==> src/swf_pkg.sv <==
// constants and lookup helpers for the switching frequency derating block
package swf_pkg;

    // ----------------------------------------------------------------
    // switching frequency setting codes, ascending frequency
    // ----------------------------------------------------------------
    localparam logic [2:0] SWF_CODE_4K = 3'h0;
    localparam logic [2:0] SWF_CODE_8K = 3'h1;
    localparam logic [2:0] SWF_CODE_12K = 3'h2;
    localparam logic [2:0] SWF_CODE_16K = 3'h3;
    localparam logic [2:0] SWF_CODE_24K = 3'h4;
    localparam logic [2:0] SWF_CODE_32K = 3'h5;
    localparam logic [2:0] SWF_RESET_CODE = SWF_CODE_8K;

    // ----------------------------------------------------------------
    // output frequency thresholds, units of 0.1 Hz
    // ----------------------------------------------------------------
    localparam logic [15:0] SWF_LF_UP_32K = 16'h005A;
    localparam logic [15:0] SWF_LF_UP_24K = 16'h0046;
    localparam logic [15:0] SWF_LF_UP_16K = 16'h0032;
    localparam logic [15:0] SWF_LF_UP_12K = 16'h001E;
    localparam logic [15:0] SWF_LF_DN_32K = 16'h0046;
    localparam logic [15:0] SWF_LF_DN_24K = 16'h0032;
    localparam logic [15:0] SWF_LF_DN_16K = 16'h001E;
    localparam logic [15:0] SWF_LF_DN_12K = 16'h000A;

    // ----------------------------------------------------------------
    // motor current thresholds, units of 0.01 A; percent-of-rated factors in percent
    // ----------------------------------------------------------------
    localparam logic [15:0] SWF_CUR_TRIP = 16'h0415;
    localparam logic [15:0] SWF_CUR_MID = 16'h02F8;
    localparam logic [15:0] SWF_CUR_FULL = 16'h029E;
    localparam logic [7:0] SWF_PCT_TRIP = 8'h8C;
    localparam logic [7:0] SWF_PCT_BACK = 8'h6E;
    localparam logic [7:0] SWF_PCT_UNIT = 8'h64;

    // ----------------------------------------------------------------
    // heatsink thresholds, units of 0.1 degC
    // ----------------------------------------------------------------
    localparam logic [15:0] SWF_TEMP_BASE = 16'h0320;
    localparam logic [15:0] SWF_TEMP_STEP = 16'h0032;
    localparam logic [15:0] SWF_TEMP_HYST = 16'h0014;

    typedef enum {
        SWF_CUR_AT_SET,
        SWF_CUR_AT_8K,
        SWF_CUR_AT_24K
    } swf_cur_state_type;

    function automatic logic swf_lf_applies(input logic [2:0] code);
        swf_lf_applies = (code >= SWF_CODE_12K) && (code <= SWF_CODE_32K);
    endfunction

    function automatic logic [15:0] swf_lf_up(input logic [2:0] code);
        case (code)
            SWF_CODE_32K: swf_lf_up = SWF_LF_UP_32K;
            SWF_CODE_24K: swf_lf_up = SWF_LF_UP_24K;
            SWF_CODE_16K: swf_lf_up = SWF_LF_UP_16K;
            default: swf_lf_up = SWF_LF_UP_12K;
        endcase
    endfunction

    function automatic logic [15:0] swf_lf_dn(input logic [2:0] code);
        case (code)
            SWF_CODE_32K: swf_lf_dn = SWF_LF_DN_32K;
            SWF_CODE_24K: swf_lf_dn = SWF_LF_DN_24K;
            SWF_CODE_16K: swf_lf_dn = SWF_LF_DN_16K;
            default: swf_lf_dn = SWF_LF_DN_12K;
        endcase
    endfunction

endpackage

==> src/swf_cmp_if.sv <==
// carrier between the derating top and its hysteresis comparators
`timescale 1ns/1ps
`default_nettype none
interface swf_cmp_if #(
    parameter int W = 16
);
    logic [W-1:0] value;
    logic [W-1:0] up_thr;
    logic [W-1:0] dn_thr;
    logic above;

    modport cmp (
        input value,
        input up_thr,
        input dn_thr,
        output above
    );
    modport user (
        output value,
        output up_thr,
        output dn_thr,
        input above
    );
endinterface
`default_nettype wire

==> src/swf_derate.sv <==
// effective switching frequency selection with temperature, speed and current derating
`timescale 1ns/1ps
`default_nettype none
// Overview of operation
// hotter heatsink lowers effective switching frequency below the setting
// low-speed reduction ends above 9/7/5/3 Hz for 32/24/16/12 kHz settings
// low-speed reduction starts below 7/5/3/1 Hz for 32/24/16/12 kHz
// separate up and down speed thresholds give hysteresis
// variant, 12/16/24 kHz: above 10.45 A go 8 kHz, below 7.6 A restore
// variant, 32 kHz: above 10.45 A 8 kHz, below 7.6 A 24, below 6.7 A 32
// other models: above 140% rated go 8 kHz, below 110% restore
// the lowest frequency asked by any condition wins
module swf_derate
    import swf_pkg::*;
#(
    parameter int FREQ_W = 16,
    parameter int CUR_W = 16,
    parameter int TEMP_W = 16,
    parameter int NUM_TEMP_LVL = 2
) (
    // clock, reset, enable
    input wire logic clk_i,
    input wire logic reset_n_i,
    input wire logic ce_i,
    // configuration
    input wire logic [2:0] set_code_i,
    input wire logic variant_i,
    input wire logic [CUR_W-1:0] rated_cur_i,
    // measurements
    input wire logic [FREQ_W-1:0] out_freq_i,
    input wire logic [CUR_W-1:0] motor_cur_i,
    input wire logic [TEMP_W-1:0] temp_i,
    // result
    output logic [2:0] eff_code_o,
    output logic lf_reduced_o,
    output logic cur_reduced_o,
    output logic [2:0] temp_level_o
);
    // ----------------------------------------------------------------
    // low output frequency
    // ----------------------------------------------------------------
    logic lf_on;
    logic lf_high;
    logic [2:0] lf_cap;
    swf_cmp_if #(.W(FREQ_W)) lf_if ();

    assign lf_on = swf_lf_applies(set_code_i);
    assign lf_if.value = out_freq_i;
    assign lf_if.up_thr = FREQ_W'(swf_lf_up(set_code_i));
    assign lf_if.dn_thr = FREQ_W'(swf_lf_dn(set_code_i));
    assign lf_high = lf_if.above;
    // reduced speed drops to 8 kHz; flag starts low so a drive at rest is reduced
    assign lf_cap = (lf_on && !lf_high) ? SWF_CODE_8K : SWF_CODE_32K;

    swf_hyst u_lf (
        .clk_i(clk_i),
        .reset_n_i(reset_n_i),
        .ce_i(ce_i),
        .cmp(lf_if.cmp)
    );

    // ----------------------------------------------------------------
    // heatsink temperature levels
    // ----------------------------------------------------------------
    logic [NUM_TEMP_LVL-1:0] temp_hot;
    logic [2:0] temp_cnt;
    logic [2:0] temp_cap;

    for (genvar g = 0; g < NUM_TEMP_LVL; g++) begin : g_temp
        swf_cmp_if #(.W(TEMP_W)) t_if ();
        assign t_if.value = temp_i;
        assign t_if.up_thr = TEMP_W'(SWF_TEMP_BASE + 16'(g) * SWF_TEMP_STEP);
        assign t_if.dn_thr = TEMP_W'(SWF_TEMP_BASE + 16'(g) * SWF_TEMP_STEP - SWF_TEMP_HYST);
        assign temp_hot[g] = t_if.above;
        swf_hyst u_t (
            .clk_i(clk_i),
            .reset_n_i(reset_n_i),
            .ce_i(ce_i),
            .cmp(t_if.cmp)
        );
    end

    always_comb begin
        temp_cnt = 3'h0;
        for (int i = 0; i < NUM_TEMP_LVL; i++) begin
            temp_cnt = temp_cnt + 3'(temp_hot[i]);
        end
    end
    // each level passed takes one step down, floored at the lowest setting
    assign temp_cap = (set_code_i > temp_cnt) ? 3'(set_code_i - temp_cnt) : SWF_CODE_4K;

    // ----------------------------------------------------------------
    // motor current
    // ----------------------------------------------------------------
    swf_cur_state_type cur_state;
    swf_cur_state_type next_cur_state;
    logic [CUR_W+7:0] cur_scaled;
    logic [CUR_W+7:0] rated_trip;
    logic [CUR_W+7:0] rated_back;
    logic trip;
    logic [2:0] cur_cap;

    // percent compare done as products so no divider is needed
    assign cur_scaled = (CUR_W+8)'(motor_cur_i) * (CUR_W+8)'(SWF_PCT_UNIT);
    assign rated_trip = (CUR_W+8)'(rated_cur_i) * (CUR_W+8)'(SWF_PCT_TRIP);
    assign rated_back = (CUR_W+8)'(rated_cur_i) * (CUR_W+8)'(SWF_PCT_BACK);
    assign trip = variant_i ? (motor_cur_i > CUR_W'(SWF_CUR_TRIP)) : (cur_scaled > rated_trip);

    always_comb begin
        next_cur_state = cur_state;
        case (cur_state)
            SWF_CUR_AT_SET: begin
                if (trip) begin
                    next_cur_state = SWF_CUR_AT_8K;
                end
            end
            SWF_CUR_AT_8K: begin
                if (!variant_i) begin
                    if (cur_scaled < rated_back) begin
                        next_cur_state = SWF_CUR_AT_SET;
                    end
                end else if (set_code_i == SWF_CODE_32K) begin
                    if (motor_cur_i < CUR_W'(SWF_CUR_FULL)) begin
                        next_cur_state = SWF_CUR_AT_SET;
                    end else if (motor_cur_i < CUR_W'(SWF_CUR_MID)) begin
                        next_cur_state = SWF_CUR_AT_24K;
                    end
                end else if (motor_cur_i < CUR_W'(SWF_CUR_MID)) begin
                    next_cur_state = SWF_CUR_AT_SET;
                end
            end
            SWF_CUR_AT_24K: begin
                if (trip) begin
                    next_cur_state = SWF_CUR_AT_8K;
                end else if (!variant_i || motor_cur_i < CUR_W'(SWF_CUR_FULL)) begin
                    next_cur_state = SWF_CUR_AT_SET;
                end
            end
            default: next_cur_state = SWF_CUR_AT_SET;
        endcase
    end

    always_ff @(posedge clk_i or negedge reset_n_i) begin
        if (!reset_n_i) begin
            cur_state <= SWF_CUR_AT_SET;
        end else if (ce_i) begin
            cur_state <= next_cur_state;
        end
    end

    always_comb begin
        case (cur_state)
            SWF_CUR_AT_8K: cur_cap = SWF_CODE_8K;
            SWF_CUR_AT_24K: cur_cap = SWF_CODE_24K;
            default: cur_cap = SWF_CODE_32K;
        endcase
    end

    // ----------------------------------------------------------------
    // combine and register
    // ----------------------------------------------------------------
    logic [2:0] next_eff;

    always_comb begin
        next_eff = set_code_i;
        if (lf_cap < next_eff) begin
            next_eff = lf_cap;
        end
        if (cur_cap < next_eff) begin
            next_eff = cur_cap;
        end
        if (temp_cap < next_eff) begin
            next_eff = temp_cap;
        end
    end

    always_ff @(posedge clk_i or negedge reset_n_i) begin
        if (!reset_n_i) begin
            eff_code_o <= SWF_RESET_CODE;
            lf_reduced_o <= 1'b0;
            cur_reduced_o <= 1'b0;
            temp_level_o <= 3'h0;
        end else if (ce_i) begin
            eff_code_o <= next_eff;
            lf_reduced_o <= lf_on && !lf_high;
            cur_reduced_o <= (cur_state != SWF_CUR_AT_SET);
            temp_level_o <= temp_cnt;
        end
    end
endmodule
`default_nettype wire

==> src/swf_hyst.sv <==
// two-threshold comparator: sets above the upper, clears below the lower
`timescale 1ns/1ps
`default_nettype none
module swf_hyst
    import swf_pkg::*;
(
    // clock and reset
    input wire logic clk_i,
    input wire logic reset_n_i,
    input wire logic ce_i,
    // comparison
    swf_cmp_if.cmp cmp
);
    // between the two thresholds the flag holds, so no chatter near one level
    always_ff @(posedge clk_i or negedge reset_n_i) begin
        if (!reset_n_i) begin
            cmp.above <= 1'b0;
        end else if (ce_i) begin
            if (cmp.value > cmp.up_thr) begin
                cmp.above <= 1'b1;
            end else if (cmp.value < cmp.dn_thr) begin
                cmp.above <= 1'b0;
            end
        end
    end
endmodule
`default_nettype wire

==> config.mk <==
export PLATFORM = sky130hd
export DESIGN_NAME = swf_derate
export DESIGN_NICKNAME = d
export VERILOG_FILES = /design/src/swf_pkg.sv /design/src/swf_cmp_if.sv /design/src/swf_derate.sv /design/src/swf_hyst.sv
export SDC_FILE = /design/constraint.sdc
export NUM_CORES = 1
export LEC_CHECK = 0
export ABC_AREA = 1
export BUFFER_PORTS_ARGS = -buffer_cell sky130_fd_sc_hd__buf_2
export CAP_MARGIN = 20
export CORE_MARGIN = 3
export CORE_UTILIZATION = 40
export CTS_CLUSTER_DIAMETER = 60
export DETAILED_ROUTE_END_ITERATION = 12
export PLACE_DENSITY = 0.65
export SLEW_MARGIN = 10
export SYNTH_ARGS = -nofsm -noshare
export SYNTH_HDL_FRONTEND = slang
export SYNTH_SLANG_ARGS = --single-unit
==> constraint.sdc <==
create_clock -name clk_i -period 7.8 [get_ports clk_i]
set_input_delay 1.56 -clock clk_i [delete_from_list [all_inputs] [get_ports clk_i]]
set_output_delay 1.56 -clock clk_i [all_outputs]
set_load 0.02 [all_outputs]
Yosys cells after proc, flatten, opt, wreduce, memory -nomap -nowiden --
Index checks and enable logic that the tools add are counted.
Cells by class: add/sub/neg operators 2, multipliers 3, order comparisons 17, eq/ne operators 10, mux-type cells 25, reduce and logical (&&, ||, !) cells 14
Operators by type and width (count):
- 2-to-1 mux 32 bit | 9
- case mux 32 bit (3 select lines) | 1
- less-than comparator 16 x 10 -> 1 bit (second input constant) | 4
- multiplier 16 x 6 -> 22 bit (second input constant) | 2
- case mux 7 bit (3 select lines) | 2
- equality test 32 x 1 -> 1 bit (second input constant) | 1
- equality test 32 x 2 -> 1 bit (second input constant) | 1
- greater-than comparator 16 x 10 -> 1 bit (second input constant) | 2
- zero test 32 bit | 1
- nonzero test 32 bit | 1
- greater-than comparator 23 x 24 -> 1 bit | 1
- less-than comparator 23 bit | 1
- multiplier 16 x 5 -> 21 bit (second input constant) | 1
- greater-than comparator 16 x 11 -> 1 bit (second input constant) | 1
- greater-than comparator 16 x 7 -> 1 bit | 1
- less-than comparator 16 x 7 -> 1 bit | 1
- 2-to-1 mux 3 bit | 5
- less-than comparator 3 bit | 3
- inequality test 4 bit (second input constant) | 2
- 2-to-1 mux 1 bit | 7
- equality test 3 bit (second input constant) | 2
- inequality test 3 bit (second input constant) | 2
- case mux 3 bit (2 select lines) | 1
- AND reduction 2 bit | 3
- 12 further kinds | 16
Storage, ports and cells: bits in registers 43, bits of input ports 71, output and inout bits 8

Logic depth before layout (Yosys ltp) --
Gate-level depths: netlist of run 1.
word-level depth 10, depth in mapped cells 31

Modules after synthesis --
Synthesis of run 1 repeated with hierarchy kept, for this count alone.
Second synthesis, totals: cell total of the unflattened synthesis 1399, area, all modules 9862.0 um^2
By module, submodules not included:
- swf_derate | times used 1, cells each 994, area an instance 7302.0 um^2, seq. area each 226.5 um^2
- swf_hyst | times used 3, cells each 135, area an instance 853.3 um^2, seq. area each 25.0 um^2

Least setup slack after synthesis of run 1 --
Ideal clock, no wire load.
path type in2reg, start input port rated_cur_i[5], end register cur_state[0], setup time 0.077 ns, data arrival time 5.558 ns, path slack 2.165 ns, stages on the path 22, cell sequence inv_1 -> fa_1 -> fa_1 -> fa_1 -> inv_1 -> ha_1 -> a21oi_1 -> o21ai_1 -> a21oi_1 -> o21ai_2 -> a21oi_1 -> o21ai_1 -> xor2_1 -> ha_1 -> nand4_1 -> nor3_1 -> nand2_1 -> nand3_1 -> nand2_1 -> nand3_1 -> nand2_1 -> o21ai_1
On the way: word-level cells in the longest chain between the ends 5, elaborated cells on any way between the ends 11, classes of those cells 2 x mul; 2 x order compare; 3 x eq/ne; 3 x mux; 1 x reduce/logical
RTL lines:
- from (decl) | line swf_derate.sv:28 | input wire logic [CUR_W-1:0] rated_cur_i,
- multiplier 16 x 6 -> 22 bit | line swf_derate.sv:105 | assign rated_trip = (CUR_W+8)'(rated_cur_i) * (CUR_W+8)'(SWF_PCT_TRIP);
- greater-than comparator 23 x 24 -> 1 bit | line swf_derate.sv:107 | assign trip = variant_i ? (motor_cur_i > CUR_W'(SWF_CUR_TRIP)) : (cur_scaled > rated_trip);
- 2-to-1 mux 1 bit | line swf_derate.sv:107
- inequality test 3 bit (no line), or another cell as far along
- AND reduction 6 bit (no line) or case mux 32 bit (3 select lines) (tied branches)
- to (signal assigned) | line swf_derate.sv:147 | cur_state <= next_cur_state;
- to (decl) | line swf_derate.sv:95 | swf_cur_state_type cur_state;
Several ways; a longest one is shown, not always the timed one. A chain may end at the register's enable or synchronous reset.

Final worst setup path of run 1 --
start input port rated_cur_i[4], end register cur_state[0]
The elaborated chain is that of the path after synthesis.

==> flow_summary.toml, run 1 <==
[yosys]
synth_edf_count = 0
ys_async_sr_fraction_pct = 100.0
yosysSeqAreaShare_pct = 3.922
ys_types = 44
syn_area_um2 = 7689
syn-num-nets = 1374
synth_area_leaders = "ha_1 33%, fa_1 17%, inv_1 13%, nand2_1 7.9%, a21oi_1 4.8%"
synth_area_per_cell_um2 = 7.429
synthCells = 1035
muxShareOfSynthArea_pct = 0
synth_xor_area_share_pct = 5.582
synthAdderAreaFrac_pct = 49.86
yosysTopAreaCellShare_pct = 33.20
ys.flop_type = "dfrtp_1"
synth_compound_area_share_pct = 11.67
synth_largest_area_cell = "ha_1"
yosys_warnings = 0
synth_seq_cells = 12
synth_top_family_by_area = "adder cells"
yosys.area_share.simple_pct = 15.92

[floorplan]
dieWidth_um = 144.6
io_pins = 79
die_area_um2 = 20920
core_area_um2 = 18770
num_rows = 50
start_util_pct = 40.97
die_h_um = 144.6

[route]
vias = 6610
wl_per_cell_um = 13.10
drtAntennaViolNets = 0
finalWirelength_mm = 17.65
dr.pass1.iters = 5
viasPerCell = 4.907
post-route-drc-count = 0
first_iter_violations = 240

[critical_path]
reg2reg_depth = 15
arrival_ns = 6.26
endpoint_kind = "flip-flop"
slowest_delay_ns = 0.55
slowest_stage = "fa_1"
cp_max_fo = 4
path_delay_family = "adder cells"
r2r_start = "u_lf.cmp.above$_DFFE_PN0P_"
cp.required_ns = 7.97
path_buf_inv = 3
rrSetupSlack_ns = 4.82
worst-path-stages = 23
critPathKind = "in -> reg"
reg2reg_to = "eff_code_o[1]$_DFFE_PN0P_"
start_kind = "primary input"
path_cells = "buf_2 > inv_1 > fa_1 > fa_1 > fa_1 > inv_1 > ha_1 > a21oi_1 > o21ai_1 > a21oi_1 > o21ai_2 > a21oi_1 > o21ai_1 > xor2_1 > ha_1 > nand4_1 > nor3_1 > nand2_1 > nand3_1 > nand2_1 > nand3_1 > nand2_1 > o21ai_1"

[clock_tree]
cts_hold_buf = 0
cts_root_buf = "clkbuf_16"
cts_resized = 0
cts_tree = "built"
clock_path_buffers = 2
clk_pin_slew_worst_paths_ns = 0.04
cts_setup_buffers = 0
cts.sinks = 12
cts_buffers = 3
h-tree-depth = 1
insertion_delay_ns = 0.24

[layout]
final_core_util_pct = 44.97
n_fill_cell = 1950
syn_to_final_growth_pct = 9.764
final_area_um2 = 8439
drive_gt1_share_pct = 9.164
nNetsFinal = 1453
n_antenna_cell = 0

[global_route]
overflow = 0
grt_max_degree = 13
globalRouteTotalUtil_pct = 17.16
antenna_found_initial = 0
grt_pass1_wl_mm = 30.02
grt_pass1_vias = 6468

[placed_design]
place.gp.congestion = 0.8904
dp_hpwl_mm = 16.26
place_area_um2 = 8351
port_buffers = 77

[pwr]
p_comb_share_pct = 90.4
ir_worst_vdd_mv = 0.1148
power_density_nw_per_um2 = 230.4
netSwitchingFraction_pct = 56.16
p_leak_nw = 4.933
internal_power_mw = 0.8523
p_sw_mw = 1.092
clkPwrFrac_pct = 5.3
power_frac_seq_pct = 4.3

[hold_path]
worstHoldEndpoint = "eff_code_o[0]$_DFFE_PN1P_"
hold_start = "eff_code_o[0]$_DFFE_PN1P_"
worstHoldPathType = "reg -> reg"
min_path_cells = 2

[sta]
fin_skew_ns = 0.004186
post-route-period-util_pct = 78.19
tightest_slew_ns = 0.5541
max_slew_margin_pct = 62.59
rsz0062_at_grt = "false"
fin_crit_ns = 6.099
fin_tns_setup_ns = 0
hold_viol = 0
setup_viol = 0
fmax_mhz = 164.0
maxSlewViolCount = 0

[outcome]
status = "finished, final reports clean"

[run]
cap_violations = 0
## synthesized netlist by cell type (all sizes together) (2+ instances only)
| library cell | number |
|---|---|
| ha | 204 |
| a31oi | 8 |
| nor3 | 15 |
| buf | 2 |
| a21boi | 2 |
| o211ai | 2 |
| xor2 | 28 |
| o2111ai | 2 |
| o31ai | 5 |
| a21oi | 76 |
| inv | 261 |
| nand4 | 14 |
| a211oi | 2 |
| nor2 | 43 |
| nor4 | 2 |
| a21o | 10 |
| xnor2 | 21 |
| nand3 | 43 |
| fa | 64 |
| and2 | 3 |
| nand2 | 163 |
| o21ai | 44 |
| dfrtp | 11 |
## per-stage QoR
step	hold WS [ns]	instances	setup slack, ns	total power [mW]
2_1_floorplan	0.4791	1035	2.165	1.435
3_3_place_gp	0.4541	1343	1.489	1.810
3_5_place_dp	0.4578	1343	1.453	1.837
4_1_cts	0.4645	1347	1.688	1.954
5_1_grt	0.4960	1347	1.334	2.249
6_report	0.4623	1347	1.701	1.944
## per-layer routing
| metal | global-route usage [%] | routed length, um | vias up |
|---|---|---|---|
| met1 | 23.73 | 8528 | 3046 |
| met5 | 0 | 0 | - |
| met3 | 0.5952 | 353 | 4 |
| met4 | 0.5891 | 51 | 0 |
| li1 | - | - | 3472 |
| met2 | 31.46 | 8711 | 88 |
## cell usage in the layout (no fill, tap or decap), types with 3 or more instances in the layout
cell type	instances
inv_1	257
ha_1	204
nand2_1	162
buf_2	77
a21oi_1	74
fa_1	64
nor2_1	43
nand3_1	41
o21ai_0	31
xor2_1	28
xnor2_1	21
nand4_1	14
nor3_1	12
dfrtp_1	11
a21o_1	10
o21ai_1	10
a31oi_1	7
o31ai_1	5
inv_2	4
o21ai_2	3
nor3_2	3
and2_1	3
clkbuf_16	3
## worst reg2reg max path, stage by stage (launching register included)
cell and delay (ns):
dfrtp_1 0.38, nor2_1 0.17, inv_1 0.09, ha_1 0.28
a21o_1 0.21, o21ai_0 0.23, ha_1 0.27, a21oi_1 0.12
nand2_1 0.08, nand2_1 0.08, nand3_1 0.11, ha_1 0.20
a21oi_1 0.31, nand2_2 0.14, o211ai_2 0.15, nand2_1 0.06
## registers in the layout (all words and copies together) (netlist names)
signal	cells
eff_code_o	3
u_lf.cmp.above	1
cur_reduced_o	1
g_temp.u_t.cmp.above	2
cur_state	2
lf_reduced_o	1
temp_level_o	2
## how the worst max path moves through the flow
stage | end | slack (ns) | startpoint
floorplan | cur_state[0]$_DFFE_PN0P_ | 2.17 | rated_cur_i[5]
global placement | cur_state[0]$_DFFE_PN0P_ | 1.49 | rated_cur_i[6]
detailed placement | cur_state[0]$_DFFE_PN0P_ | 1.45 | rated_cur_i[6]
CTS | cur_state[0]$_DFFE_PN0P_ | 1.69 | rated_cur_i[6]
global route | cur_state[0]$_DFFE_PN0P_ | 1.33 | rated_cur_i[4]
finish | cur_state[0]$_DFFE_PN0P_ | 1.70 | rated_cur_i[4]
## final cells by class
type	count	area, um^2	area share [%]
clock buffers	4	88.84	1.053
inverters	262	983.4	11.65
well taps	234	292.8	3.469
flip-flops and latches	12	301.5	3.573
multi-input cells	758	6387	75.69
repair buffers	77	385.4	4.566
## power groups by stage
stage          Sequential (mW)  Clock [mW]  Combinational [mW]
6_report                0.0832       0.104                1.76
5_1_grt                 0.0849       0.108                2.06
4_1_cts                 0.0833       0.104                1.77
3_5_place_dp            0.0841           0                1.75
3_3_place_gp            0.0840           0                1.73
2_1_floorplan           0.0935           0                1.34
## cell families (layout without fill, tap and decap cells)
logic type               count (synthesis)  after routing
buffers and inverters                  265            343
AND/OR/NAND/NOR                        285            285
adder cells (fa/ha/maj)                268            268
AO/OA/AOI/OAI                          155            155
flip-flops                              12             12
XOR/XNOR                                49             49
other                                    1              1
No activity file was read; power rests on OpenSTA's default activity.
==> run 2: changes to the inputs <==
==> constraint.sdc (replaced) <==
create_clock -name clk_i -period 6.1 [get_ports clk_i]
set_input_delay 1.22 -clock clk_i [delete_from_list [all_inputs] [get_ports clk_i]]
set_output_delay 1.22 -clock clk_i [all_outputs]
set_load 0.02 [all_outputs]
==> run 2 against run 1 <==
Effect of this change:
- non-clock buffer count rose by 1
- largest cell class unchanged
- global-route usage decreased by 0.071 points
- via count rose by 0.24%
- highest routed layer unchanged
- critical path depth unchanged
==> flow_summary.toml, run 2 (synthesis gave the netlist of run 1 again) <==
[pwr]
p_comb_share_pct = 90.4
ir_worst_vdd_mv = 0.1516
clkPwrFrac_pct = 5.4
netSwitchingFraction_pct = 56.17
power_density_nw_per_um2 = 295.1
internal_power_mw = 1.093
power_frac_seq_pct = 4.3
p_sw_mw = 1.400
p_leak_nw = 4.938

[critical_path]
reg2reg_depth = 15
path_delay_family = "adder cells"
start_kind = "primary input"
endpoint_kind = "flip-flop"
slowest_delay_ns = 0.54
worst-path-stages = 23
path_buf_inv = 3
rrSetupSlack_ns = 3.18
cp_max_fo = 4
path_cells = "buf_2 > inv_1 > fa_1 > fa_1 > fa_1 > inv_1 > ha_1 > a21oi_1 > o21ai_1 > a21oi_1 > o21ai_2 > a21oi_1 > o21ai_1 > xor2_1 > ha_1 > nand4_1 > nor3_1 > nand2_1 > nand3_1 > nand2_1 > nand3_1 > nand2_1 > o21ai_1"
cp.required_ns = 6.26
slowest_stage = "fa_1"
critPathKind = "in -> reg"
r2r_start = "u_lf.cmp.above$_DFFE_PN0P_"
reg2reg_to = "eff_code_o[1]$_DFFE_PN0P_"
arrival_ns = 5.81

[global_route]
overflow = 0
grt_pass1_wl_mm = 29.88
grt_pass1_vias = 6434
globalRouteTotalUtil_pct = 17.09
grt_max_degree = 13
antenna_found_initial = 0

[placed_design]
port_buffers = 77
dp_hpwl_mm = 16.31
place_area_um2 = 8358
place.gp.congestion = 0.8863

[hold_path]
worstHoldEndpoint = "eff_code_o[0]$_DFFE_PN1P_"
min_path_cells = 2
hold_start = "eff_code_o[0]$_DFFE_PN1P_"
worstHoldPathType = "reg -> reg"

[clock_tree]
cts_buffers = 3
cts_tree = "built"
insertion_delay_ns = 0.24
cts_hold_buf = 0
clk_pin_slew_worst_paths_ns = 0.04
cts_resized = 0
cts_setup_buffers = 0
h-tree-depth = 1
cts.sinks = 12
clock_path_buffers = 2
cts_root_buf = "clkbuf_16"

[floorplan]
die_area_um2 = 20920
dieWidth_um = 144.6
num_rows = 50
start_util_pct = 40.97
io_pins = 79
core_area_um2 = 18770
die_h_um = 144.6

[layout]
final_area_um2 = 8447
layout_common_cells = "257 x inv_1, 204 x ha_1, 162 x nand2_1, 77 x buf_2, 74 x a21oi_1"
final_core_util_pct = 45.01
top_register = "eff_code_o"
n_antenna_cell = 0
drive_gt1_share_pct = 9.246
final_common_cell = "inv_1"
largest_reg_flops = 3
nNetsFinal = 1454
syn_to_final_growth_pct = 9.862

[sta]
rsz0062_at_grt = "false"
fin_skew_ns = 0.002243
max_slew_margin_pct = 50.87
fin_tns_setup_ns = 0
fin_crit_ns = 5.648
hold_viol = 0
tightest_slew_ns = 0.7278
fmax_mhz = 177.0
maxSlewViolCount = 0
setup_viol = 0
post-route-period-util_pct = 92.60

[route]
dr.pass1.iters = 5
wl_per_cell_um = 13.11
finalWirelength_mm = 17.67
first_iter_violations = 265
post-route-drc-count = 0
drtAntennaViolNets = 0
vias = 6626
viasPerCell = 4.915

[run]
cap_violations = 0

[outcome]
status = "finished, final reports clean"
## run 2: final cells by class
cell class | instances | area, um^2
sequential | 12 | 301.5
inverter | 262 | 983.4
fill | 1963 | 10320
clock buffer | 4 | 88.84
tap | 234 | 292.8
multi-input combinational | 758 | 6387
timing repair buffer | 78 | 392.9
## run 2: per-layer routing
metal / GRT usage (%) / vias up / share of wire, %
met5: 0 / - / 0
met4: 0.8837 / 0 / 0.30
met3: 1.257 / 6 / 3.0
met2: 30.63 / 100 / 49
met1: 23.69 / 3039 / 48
li1: - / 3481 / -
## run 2: worst max path at each step
stage	startpoint	endpoint	slack, ns
2_1_floorplan	rated_cur_i[5]	cur_state[0]$_DFFE_PN0P_	0.81
3_3_place_gp	rated_cur_i[6]	cur_state[0]$_DFFE_PN0P_	0.29
3_5_place_dp	rated_cur_i[4]	cur_state[0]$_DFFE_PN0P_	0.24
4_1_cts	rated_cur_i[4]	cur_state[0]$_DFFE_PN0P_	0.48
5_1_grt	rated_cur_i[4]	cur_state[0]$_DFFE_PN0P_	0.01
6_report	rated_cur_i[5]	cur_state[1]$_DFFE_PN0P_	0.45
## run 2: stage by stage
stage / total power [mW] / hold slack, ns / worst slack (ns) / instances
after floorplan: 1.835 / 0.4791 / 0.8053 / 1035
after global placement: 2.323 / 0.4537 / 0.2915 / 1344
after detailed placement: 2.357 / 0.4604 / 0.2384 / 1344
after CTS: 2.508 / 0.4685 / 0.4785 / 1348
after global routing: 2.882 / 0.4963 / 0.01203 / 1348
final: 2.493 / 0.4627 / 0.4516 / 1348
## run 2: power by group through the flow
stage                     Combinational [mW]  Clock [mW]  Sequential [mW]
after detailed placement                2.25           0            0.107
after global routing                    2.63       0.140            0.108
after global placement                  2.22           0            0.108
after CTS                               2.27       0.136            0.106
after floorplan                         1.72           0            0.120
final                                   2.25       0.134            0.106
## run 2: worst reg2reg max path: cells and delay by family (launching register included)
family                   cells  cell delay, ns
AO/OA/AOI/OAI                5            0.99
adder cells (fa/ha/maj)      3            0.75
AND/OR/NAND/NOR              6            0.60
flip-flops                   1            0.38
buffers and inverters        1            0.09
==> run 3: changes to the inputs <==
==> constraint.sdc (replaced) <==
create_clock -name clk_i -period 6.1 [get_ports clk_i]
set_input_delay 0.305 -clock clk_i [delete_from_list [all_inputs] [get_ports clk_i]]
set_output_delay 0.305 -clock clk_i [all_outputs]
set_load 0.02 [all_outputs]
==> run 3 against run 2 <==
Effect of this change:
- via count is 0.53% lower
- non-clock buffer count stayed put
- largest cell class unchanged
- clock skew hardly changed
- design area hardly changed
- sequential share of layout area hardly changed
- wire length is 0.22% lower
- critical path depth stayed put
==> flow_summary.toml, run 3 (synthesis gave the netlist of run 1 again) <==
[clock_tree]
clk_pin_slew_worst_paths_ns = 0.04
cts_setup_buffers = 0
cts_root_buf = "clkbuf_16"
cts_buffers = 3
cts_tree = "built"
h-tree-depth = 1
insertion_delay_ns = 0.24
cts.sinks = 12
clock_path_buffers = 2

[layout]
final_area_um2 = 8449
nNetsFinal = 1454
largest_reg_flops = 3
final_core_util_pct = 45.02
drive_gt1_share_pct = 9.156
top_register = "eff_code_o"
final_common_cell = "inv_1"
final_cells = 1348
layout_common_cells = "257 x inv_1, 204 x ha_1, 162 x nand2_1, 77 x buf_2, 74 x a21oi_1"
n_antenna_cell = 0
syn_to_final_growth_pct = 9.894

[outcome]
status = "finished, final reports clean"

[route]
vias = 6591
dr.pass1.iters = 5
post-route-drc-count = 0
first_iter_violations = 271
finalWirelength_mm = 17.63
wl_per_cell_um = 13.08
drtAntennaViolNets = 0
viasPerCell = 4.889

[critical_path]
r2r_start = "u_lf.cmp.above$_DFFE_PN0P_"
reg2reg_to = "eff_code_o[1]$_DFFE_PN0P_"
cp_max_fo = 4
reg2reg_depth = 15
start_kind = "primary input"
arrival_ns = 5.00
critPathKind = "in -> reg"
rrSetupSlack_ns = 3.14
cp.required_ns = 6.27
endpoint_kind = "flip-flop"

[sta]
post-route-period-util_pct = 79.22
tightest_slew_ns = 0.5292
rsz0062_at_grt = "false"
max_slew_margin_pct = 64.27
maxSlewViolCount = 0
fmax_mhz = 206.9
setup_viol = 0
fin_skew_ns = 0.002279
fin_crit_ns = 4.833
fin_tns_setup_ns = 0
hold_viol = 0

[pwr]
p_leak_nw = 4.937
power_density_nw_per_um2 = 293.7
ir_worst_vdd_mv = 0.1570

[floorplan]
num_rows = 50
die_area_um2 = 20920
die_h_um = 144.6
dieWidth_um = 144.6
core_area_um2 = 18770
io_pins = 79
start_util_pct = 40.97

[global_route]
grt_pass1_vias = 6441
grt_pass1_wl_mm = 29.89
antenna_found_initial = 0
overflow = 0
grt_max_degree = 13
globalRouteTotalUtil_pct = 17.11

[placed_design]
placedCellCount = 1343
place.gp.congestion = 0.8910
place_area_um2 = 8351
port_buffers = 77
dp_hpwl_mm = 16.15

[run]
cap_violations = 0

[hold_path]
worstHoldPathType = "in -> reg"
hold_start = "ce_i"
min_path_cells = 3
worstHoldEndpoint = "eff_code_o[0]$_DFFE_PN1P_"
## run 3: changes by cell type in the layout (fill, tap and decap cells not counted)
cell           change
buf_4              -1
dlygate4sd3_1      +1
## run 3: per-stage QoR
step           worst slack [ns]  total power [mW]  hold WS (ns)
3_5_place_dp             0.9946             2.348        0.1942
5_1_grt                  0.8478             2.867        0.4237
4_1_cts                   1.233             2.499        0.4076
6_report                  1.268             2.482        0.4079
2_1_floorplan             1.720             1.835      0.009409
3_3_place_gp              1.044             2.314        0.1941
## run 3: critical path, cell delays in order
cell and delay (ns):
buf_2 0.15, inv_1 0.13, fa_1 0.52, fa_1 0.53, fa_1 0.56, inv_1 0.04, ha_1 0.31, a21oi_1 0.21
o21ai_1 0.11, a21oi_1 0.28, o21ai_2 0.13, a21oi_1 0.23, o21ai_1 0.10, xor2_1 0.16, ha_1 0.30, nand4_1 0.17
nor3_1 0.22, nand2_1 0.07, nand3_1 0.13, nand2_1 0.07, nand3_1 0.14, nand2_1 0.06, o21ai_1 0.07
## run 3: worst max path at each step
stage | from | endpoint
2_1_floorplan | rated_cur_i[5] | cur_state[0]$_DFFE_PN0P_
3_3_place_gp | rated_cur_i[6] | cur_state[0]$_DFFE_PN0P_
3_5_place_dp | rated_cur_i[7] | cur_state[0]$_DFFE_PN0P_
4_1_cts | rated_cur_i[6] | cur_state[0]$_DFFE_PN0P_
5_1_grt | rated_cur_i[7] | cur_state[0]$_DFFE_PN0P_
6_report | rated_cur_i[4] | cur_state[0]$_DFFE_PN0P_
## run 3: routing by layer
metal	up-vias	share of wire (%)	global-route usage, %
li1	3490	-	-
met1	3008	49	23.64
met2	88	49	31.33
met3	5	2.1	0.5952
met4	0	0.29	0.6873
met5	-	0	0
## run 3: cell type report
class                      instances  area, um^2
clock buffer                       4       88.84
fill                            1944       10320
inverter                         262       983.4
multi-input combinational        758        6387
sequential                        12       301.5
tap                              234       292.8
timing repair buffer              78       395.4
## run 3: where the power goes
group	total (mW)	switching, mW	internal (mW)
clock network	0.134	0.0352	0.0990
logic	2.24	1.35	0.893
registers	0.106	0.00957	0.0965
total	2.48	1.39	1.09
## run 3: repair_timing
item                                   in CTS  in global routing
resized for setup                           0                  0
hold buffers                                1                  0
endpoints found under the hold margin      11                  0
